[config.mk]
export PLATFORM = sky130hd
export DESIGN_NAME = indexed_move_push_exec
export DESIGN_NICKNAME = d
export VERILOG_FILES = /design/src/indexed_move_push_exec.v
export VERILOG_INCLUDE_DIRS = /design/src /design/src/src
export SDC_FILE = /design/constraint.sdc
export NUM_CORES = 1
export LEC_CHECK = 0
export ABC_AREA = 1
export BUFFER_PORTS_ARGS = -buffer_cell sky130_fd_sc_hd__buf_4
export CAP_MARGIN = 5
export CORE_MARGIN = 2
export CORE_UTILIZATION = 40
export CTS_CLUSTER_SIZE = 16
export DETAILED_ROUTE_END_ITERATION = 8
export PLACE_DENSITY = 0.75
export SLEW_MARGIN = 5
export SYNTH_ARGS = -nofsm -noshare
export SYNTH_HDL_FRONTEND = slang
export SYNTH_SLANG_ARGS = --single-unit
[constraint.sdc]
create_clock -name clock -period 2.2 [get_ports clock]
set_input_delay 0.66 -clock clock [delete_from_list [all_inputs] [get_ports clock]]
set_output_delay 0.66 -clock clock [all_outputs]
set_load 0.01 [all_outputs]
[src/indexed_move_push_consts.vh]
// constants for the indexed copy and literal push execution block
`ifndef INDEXED_MOVE_PUSH_CONSTS_VH
`define INDEXED_MOVE_PUSH_CONSTS_VH
`define IMP_ADDR_W 12
`define IMP_OFFSET_W 7
`define IMP_COPY_OPCODE 8'hEB
`define IMP_COPY_OPCODE_MSB 15
`define IMP_COPY_OPCODE_LSB 8
`define IMP_PUSH_OPCODE 8'hFA
`define IMP_SECOND_TAG 4'hF
`define IMP_TAG_MSB 15
`define IMP_TAG_LSB 12
`define IMP_OFFSET_MSB 6
`define IMP_OFFSET_LSB 0
`define IMP_LITERAL_MSB 7
`define IMP_LITERAL_LSB 0
`define IMP_ZERO_BYTE 8'h00
`define IMP_FP_RESET 12'h000
`endif

[src/indexed_move_push_exec.v]
// execution of the pointer-relative indexed copy and literal push instructions
`timescale 1ns/1ps
`include "indexed_move_push_consts.vh"

// What this block does
// RULE1: copy addresses are frame pointer plus unsigned 7-bit source or destination offset.
// RULE2: copy reads one byte at source, writes it unchanged to destination, 000h-FFFh.
// RULE3: program never targets counter low byte or stack top bytes with the copy.
// RULE4: source on an indirect register reads as 00h, no indirect access made.
// RULE5: destination on an indirect register makes the copy a no-op, no write.
// RULE6: push writes immediate at frame pointer address, then decrements pointer by one.
// RULE7: copy is two words and two cycles; push one word one cycle; no flags changed.
module indexed_move_push_exec #(
  parameter ADDR_W = `IMP_ADDR_W
) (
  input wire clock,
  input wire rst_b,
  input wire instrValid,
  input wire [15:0] instrWord,
  output wire instrReady,
  output wire busy,
  input wire fpLoad,
  input wire [ADDR_W-1:0] fpLoadValue,
  output wire [ADDR_W-1:0] framePointer,
  output wire [ADDR_W-1:0] memAddr,
  output wire memRead,
  input wire [7:0] memReadData,
  output wire memWrite,
  output wire [7:0] memWriteData,
  input wire srcIsIndirect,
  input wire dstIsIndirect,
  output wire flagsWriteEn,
  output wire copyDone,
  output wire pushDone
);

  // sequencer states: idle, or waiting for the second copy word
  localparam [0:0] ST_IDLE = 1'h0;
  localparam [0:0] ST_COPY2 = 1'h1;

  // zero padding in front of an offset
  localparam PAD_W = ADDR_W - `IMP_OFFSET_W;

  // sequencer and pointer state
  reg state_r;
  reg state_nxt;
  reg [ADDR_W-1:0] fp_r;
  reg [ADDR_W-1:0] fp_nxt;

  // registered memory side
  reg [ADDR_W-1:0] memAddr_r;
  reg [ADDR_W-1:0] memAddr_nxt;
  reg memRead_r;
  reg memRead_nxt;
  reg memWrite_r;
  reg memWrite_nxt;
  reg [7:0] memWriteData_r;
  reg [7:0] memWriteData_nxt;

  // registered status
  reg busy_r;
  reg copyDone_r;
  reg copyDone_nxt;
  reg pushDone_r;
  reg pushDone_nxt;

  // decode of the word on the instruction port
  wire [7:0] opcodeField;
  wire [3:0] tagField;
  wire [`IMP_OFFSET_W-1:0] offsetField;
  wire [7:0] literalField;
  wire isCopy;
  wire isPush;
  wire isSecond;

  // words taken at this edge
  wire takeCopy;
  wire takePush;
  wire takeSecond;

  // address arithmetic and the byte to copy
  wire [ADDR_W-1:0] offsetAddr;
  wire [ADDR_W-1:0] fpDecremented;
  wire [7:0] copyByte;

  // fields of the instruction word
  assign opcodeField = instrWord[`IMP_COPY_OPCODE_MSB:`IMP_COPY_OPCODE_LSB];
  assign tagField = instrWord[`IMP_TAG_MSB:`IMP_TAG_LSB];
  assign offsetField = instrWord[`IMP_OFFSET_MSB:`IMP_OFFSET_LSB];
  assign literalField = instrWord[`IMP_LITERAL_MSB:`IMP_LITERAL_LSB];

  // word classes; a push word also carries the second-word tag
  assign isCopy = opcodeField == `IMP_COPY_OPCODE;
  assign isPush = opcodeField == `IMP_PUSH_OPCODE;
  assign isSecond = tagField == `IMP_SECOND_TAG;

  // a word is taken only in the state that expects it, others are dropped since instrReady is always 1
  assign takeCopy = (state_r == ST_IDLE) && instrValid && isCopy;
  assign takePush = (state_r == ST_IDLE) && instrValid && isPush;
  assign takeSecond = (state_r == ST_COPY2) && instrValid && isSecond;

  // pointer plus zero-extended offset, wraps in the data space
  assign offsetAddr = fp_r + {{PAD_W{1'h0}}, offsetField}; // see RULE1

  // pointer after a push, wraps below zero
  assign fpDecremented = fp_r - {{(ADDR_W-1){1'h0}}, 1'h1}; // see RULE6

  // indirect source reads as zero, no indirect access is made
  assign copyByte = srcIsIndirect ? `IMP_ZERO_BYTE : memReadData; // see RULE4

  // handshake and flag outputs are constant
  assign instrReady = 1'h1;
  assign flagsWriteEn = 1'h0; // status never touched (see RULE7)

  // registered values onto the ports
  assign busy = busy_r;
  assign framePointer = fp_r;
  assign memAddr = memAddr_r;
  assign memRead = memRead_r;
  assign memWrite = memWrite_r;
  assign memWriteData = memWriteData_r;
  assign copyDone = copyDone_r;
  assign pushDone = pushDone_r;

  // sequencer: a copy holds the second state until its second word
  always @* begin
    state_nxt = state_r;
    case (state_r)
      ST_IDLE: begin
        if (takeCopy) begin
          state_nxt = ST_COPY2; // first of two words (see RULE7)
        end
      end
      ST_COPY2: begin
        if (takeSecond) begin
          state_nxt = ST_IDLE; // second word ends the copy (see RULE7)
        end
      end
      default: begin
        state_nxt = ST_IDLE;
      end
    endcase
  end

  // pointer: a push in the same cycle wins over a load
  always @* begin
    fp_nxt = fp_r;
    if (takePush) begin
      fp_nxt = fpDecremented; // post-decrement (see RULE6)
    end else if (fpLoad) begin
      fp_nxt = fpLoadValue;
    end
  end

  // memory side for the next cycle: address, strobes, write byte
  always @* begin
    memAddr_nxt = memAddr_r;
    memRead_nxt = 1'h0;
    memWrite_nxt = 1'h0;
    memWriteData_nxt = memWriteData_r;
    if (takeCopy) begin
      memAddr_nxt = offsetAddr; // source address (see RULE1)
      memRead_nxt = 1'h1; // source read strobe (see RULE2)
    end else if (takePush) begin
      memAddr_nxt = fp_r; // write at the old pointer (see RULE6)
      memWriteData_nxt = literalField;
      memWrite_nxt = 1'h1;
    end else if (takeSecond) begin
      memAddr_nxt = offsetAddr; // destination address (see RULE1)
      memWriteData_nxt = copyByte; // byte passed unchanged (see RULE2)
      memWrite_nxt = !dstIsIndirect; // indirect target is a no-op (see RULE5)
    end
  end

  // completion pulses, one cycle each, also for a no-op copy
  always @* begin
    copyDone_nxt = takeSecond;
    pushDone_nxt = takePush;
  end

  // sequencer state and busy flag
  always @(posedge clock) begin
    if (!rst_b) begin
      state_r <= ST_IDLE;
      busy_r <= 1'h0;
    end else begin
      state_r <= state_nxt;
      busy_r <= state_nxt == ST_COPY2;
    end
  end

  // frame pointer
  always @(posedge clock) begin
    if (!rst_b) begin
      fp_r <= `IMP_FP_RESET;
    end else begin
      fp_r <= fp_nxt;
    end
  end

  // memory address and write byte, held until the next operation
  always @(posedge clock) begin
    if (!rst_b) begin
      memAddr_r <= `IMP_FP_RESET;
      memWriteData_r <= `IMP_ZERO_BYTE;
    end else begin
      memAddr_r <= memAddr_nxt;
      memWriteData_r <= memWriteData_nxt;
    end
  end

  // memory strobes, one-cycle pulses
  always @(posedge clock) begin
    if (!rst_b) begin
      memRead_r <= 1'h0;
      memWrite_r <= 1'h0;
    end else begin
      memRead_r <= memRead_nxt;
      memWrite_r <= memWrite_nxt;
    end
  end

  // completion pulses
  always @(posedge clock) begin
    if (!rst_b) begin
      copyDone_r <= 1'h0;
      pushDone_r <= 1'h0;
    end else begin
      copyDone_r <= copyDone_nxt;
      pushDone_r <= pushDone_nxt;
    end
  end

endmodule

# --- Yosys cells after proc, flatten, opt, wreduce, memory -nomap -nowiden ---
# Cells that the tools add are included.
totals:
  regBits: 37
  elab_cells: 40
  inputBits: 42
classes:
  bitwise: 3
  mux: 13
  eq_ne: 3
  addsub: 2
  n_reduce_logical: 11
op_table:
  columns: ["cell", "count"]
  rows:
  - ["$mux W12", 5]
  - ["$mux W8", 3]
  - ["$eq A8 B8 Y1 const B", 2]
  - ["$add A12 B7 Y12", 1]
  - ["$sub A12 B1 Y12 const B", 1]
  - ["$logic_and A1 B1 Y1", 5]
  - ["$eq A4 B4 Y1 const B", 1]
  - ["$mux W1", 4]
  - ["$reduce_bool A2 Y1", 2]
  - ["$not A1 Y1", 3]
  - ["$reduce_bool A3 Y1", 1]
  - ["$pmux W1 S2", 1]
  - ["$reduce_and A2 Y1", 1]
  - ["$reduce_or A2 Y1", 1]
  - ["$logic_not A1 Y1", 1]

# --- Logic depth before layout (Yosys ltp) ---
logic_depth:
  word_depth: 5
  ltp_mapped: 11
  ltp_nobuf: 11

# --- Worst setup path before layout ---
# Ideal clock, no wire load.
synth_path:
  path_kind: "input to register"
  start: "input port instrWord[0]"
  end: "register memAddr_r[8] (netlist: memAddr[8])"
  t_arrival_ns: 1.955
  setup_slack_ns: 0.137
  setup_ns: 0.109
  stages: 11
  required_ns: 2.091
  path_cell_list: "ha_1 > inv_1 > fa_1 > o21ai_0 > nand2_1 > nand2_1 > nand2_1 > nand2_1 > nand3_1 > nand2_1 > inv_1"
synth_between:
  elab_chain_len: 4
synth_rtl:
  columns: ["element", "line", "rtl"]
  rows:
  - ["start: declaration", "indexed_move_push_exec.v:19", "input wire [15:0] instrWord,"]
  - ["$add A12 B7 Y12 (*)", "indexed_move_push_exec.v:103", "assign offsetAddr = fp_r + {{PAD_W{1'h0}}, offsetField};"]
  - ["$mux W12", "indexed_move_push_exec.v:168", "end else if (takeSecond) begin"]
  - ["$mux W12", "indexed_move_push_exec.v:164", "end else if (takePush) begin"]
  - ["$mux W12 (*)", "indexed_move_push_exec.v:161", "if (takeCopy) begin"]
  - ["end signal: assignment", "indexed_move_push_exec.v:204", "memAddr_r <= `IMP_FP_RESET;"]
  - ["end signal: assignment", "indexed_move_push_exec.v:207", "memAddr_r <= memAddr_nxt;"]
  - ["end: declaration", "indexed_move_push_exec.v:51", "reg [ADDR_W-1:0] memAddr_r;"]
# Every way passes the cells marked *; elsewhere a longest branch is shown, timed or not. The select of a mux whose other input is x is not followed.
# A chain may end at the register's enable or synchronous reset.

# --- Final worst setup path ---
# Same ends and word-level chain as after synthesis.

==> impl_metrics.tcl <==
set metrics [dict create \
    n_antenna_cell 0 \
    cts_tree "yes" \
    hold_viol_final 0 \
    synth_nets 391 \
    clock_sinks 37 \
    cp_num_cells 12 \
    hold_class "flop to flop" \
    p_comb_frac 0.203 \
    dp_slack_ns -0.0535 \
    routed_via_density 5.04 \
    cts_setup_buffers 0 \
    synth_top_area_cell "dfxtp_1" \
    crit_end "memAddr[8]$_SDFFE_PN0P_" \
    grt_pass1_wl_mm 10.4 \
    net-switching-power_mw 0.413 \
    p_leak_nw 1.44 \
    place.port_buffers 78 \
    dpl_cell_area_sq_um 2910 \
    worst_slack_ns 0.244 \
    power.density_nw_per_um2 497 \
    synth_area_sq_um 2240 \
    rsz0062_at_grt "false" \
    synthTopCellsByArea "dfxtp_1 33%, nand2_1 13%, nand3_1 6.9%" \
    cp_top_family "adder cells" \
    htreeDepth 2 \
    globalplace.congestion 0.940 \
    clock_path_buffers 2 \
    drive_above_1_share 0.247 \
    drt_wl_total_mm 6.32 \
    ir_drop_mv 0.254 \
    wl_per_cell_um 12.8 \
    seq_area_frac_synth 0.331 \
    clkLatencyLatePin_ns 0.29 \
    fin_crit_sh 0.889 \
    path_buf_inv 3 \
    cap_violations 0 \
    hp-start "memAddr[9]$_SDFFE_PN0P_" \
    die_w_um 78.9 \
    start_util 0.409 \
    cp_data_arrival_time_ns 2.15 \
    dieArea_sq_um 6220 \
    slew_viol_final 0 \
    syn_to_final_growth_pct 33.5 \
    crit_fanout 4 \
    synth-async-reset-ratio 0 \
    core_area_sq_um 5470 \
    globalRouteTotalUtil 0.208 \
    start_kind "input port" \
    num_io_pins 81 \
    rows 27 \
    synth_cells 340 \
    worst_r2r_endpoint "memAddr[8]$_SDFFE_PN0P_" \
    ant_nets 0 \
    worstPathRequired_ns 2.39 \
    p_int_mw 1.07 \
    p_seq_frac 0.475 \
    status "complete, no violations" \
    reg2reg_depth 11 \
    grt-ovfl-total 0 \
    min_period_ns 1.96 \
    yosys_most_used_dff "dfxtp_1" \
    cts_made_buffers 5 \
    synth_warnings 0 \
    end_kind "flop" \
    crit_chain "buf_4 -> ha_1 -> inv_1 -> fa_1 -> o21ai_0 -> nand2_1 -> nand2_1 -> nand2_1 -> nand2_1 -> nand3_1 -> nand2_1 -> inv_1" \
    root_buffer "clkbuf_8" \
    drcViolationCount 0 \
    timing.rr.start "framePointer[0]$_SDFFE_PN0P_" \
    synth_area_per_cell_sq_um 6.59 \
    grt_pass1_vias 2289 \
    path_class "input port to flop" \
    drt_pass1_iterations 4 \
    max_stage_delay_ns 0.39 \
    slowest_stage "fa_1" \
    dp_hpwl_mm 4.85 \
    setup_viol 0 \
    hold_buffers 0 \
    synth_edf_count 0 \
    path_common_cell "nand2_1" \
    die_y_um 78.9 \
    nNetsFinal 472 \
    yosysUniqueCellTypes 34 \
    critPathLaunch "instrWord[0]" \
    dr.first_iter.drc_count 112 \
    path_clk_slew_ns 0.07 \
    clock_power_share 0.322 \
    synth_top_area_frac 0.331 \
    skew_ns 0.00611 \
    vias 2483 \
    reg2reg_slack_ns 0.32 \
    grt_max_degree 25 \
    fmax_mhz 511 \
    postLayoutCoreUtil 0.547 \
    synth-seq-cells 37 \
    cts_resized 0 \
    final_area_sq_um 2990 \
    antenna_found_initial 0 \
    switching_share 0.278 \
]
-- routing by layer --
metal  track usage  share of wire  vias to the layer above
met3        0.0398          0.065                        7
met4        0.0534          0.014                        0
li1              -              -                     1287
met5             0              0                        -
met1         0.263           0.44                     1112
met2         0.365           0.49                       77
-- worst min-delay path by stage --
stage	cells past startpoint	end	slack [ns]
2_1_floorplan	2	busy$_SDFF_PN0_	0.53
3_3_place_gp	2	busy$_SDFF_PN0_	0.50
3_5_place_dp	2	memAddr[9]$_SDFFE_PN0P_	0.50
4_1_cts	2	busy$_SDFF_PN0_	0.52
5_1_grt	2	memWrite$_SDFF_PP0_	0.54
6_report	2	memAddr[9]$_SDFFE_PN0P_	0.52
-- cell families after synthesis --
kind of cell             share of synthesized area
XOR/XNOR                                    0.0195
flip-flops                                   0.331
AO/OA/AOI/OAI                                0.178
other                                      0.00335
adder cells (fa/ha/maj)                     0.0536
buffers and inverters                       0.0988
AND/OR/NAND/NOR                              0.317
-- cell usage after synthesis (2+ instances only) --
| cell type | number |
|---|---|
| nand2_1 | 77 |
| nor2_1 | 41 |
| dfxtp_1 | 37 |
| nand3_1 | 31 |
| inv_1 | 28 |
| a21oi_1 | 23 |
| o21ai_0 | 20 |
| o21ai_1 | 12 |
| a31oi_1 | 11 |
| ha_1 | 8 |
| nand4_1 | 6 |
| clkbuf_1 | 5 |
| buf_4 | 4 |
| nor3_1 | 4 |
| xor2_1 | 4 |
| buf_2 | 3 |
| buf_6 | 3 |
| inv_2 | 3 |
| o211ai_1 | 3 |
| a211oi_1 | 2 |
| conb_1 | 2 |
-- worst reg2reg max path, cell delays in order (launching register included) --
cell and delay (ns):
dfxtp_1 0.36, ha_1 0.18, inv_1 0.05, fa_1 0.39
o21ai_0 0.29, nand2_1 0.08, nand2_1 0.15, nand2_1 0.06
nand2_1 0.05, nand3_1 0.06, nand2_1 0.07, inv_1 0.03
-- metrics by stage --
step           power [mW]  setup TNS [ns]  std cells  hold slack, ns
5_1_grt              1.57               0        493           0.545
3_5_place_dp         1.02          -0.139        486           0.499
2_1_floorplan       0.889               0        340           0.525
3_3_place_gp         1.01         -0.0680        486           0.500
6_report             1.49               0        493           0.515
4_1_cts              1.50               0        493           0.517
-- cell usage in the layout, fill, tap and decap left out --
cell type / count
a31oi_1: 11
nand3b_1: 1
xor2_1: 4
nor2_1: 41
a21boi_0: 1
conb_1: 2
nand3_1: 31
o221ai_1: 1
nor4_1: 1
o21ai_1: 12
nand2_4: 1
o21ai_0: 20
xnor2_1: 1
clkbuf_1: 1
dfxtp_1: 37
ha_1: 8
inv_1: 28
buf_4: 90
nor2_2: 1
nand4_1: 6
a21oi_1: 23
nand2_2: 1
nand2_1: 77
a211oi_1: 2
clkinv_1: 1
nand3_2: 1
fa_1: 1
or2_2: 1
clkbuf_8: 6
nor3_1: 4
inv_2: 3
o211ai_1: 3
-- layout make-up --
| cell class | count | area, sq um |
|---|---|---|
| tap | 72 | 90.1 |
| multi-input combinational | 255 | 1280 |
| timing repair buffer | 90 | 676 |
| fill | 563 | 2480 |
| clock buffer | 7 | 86.3 |
| sequential | 37 | 741 |
| inverter | 32 | 120 |
-- power groups by stage --
stage | logic (mW) | clock network, mW | registers, mW
2_1_floorplan | 0.170 | 0 | 0.719
3_3_place_gp | 0.295 | 0 | 0.719
3_5_place_dp | 0.300 | 0 | 0.720
4_1_cts | 0.301 | 0.498 | 0.704
5_1_grt | 0.340 | 0.522 | 0.706
6_report | 0.302 | 0.479 | 0.705
-- registers in the layout (all words and copies together) (netlist names) --
signal	flops
framePointer	12
memAddr	12
memWriteData	8
busy	1
copyDone	1
memRead	1
memWrite	1
pushDone	1
(Power assumes the default switching activity.)
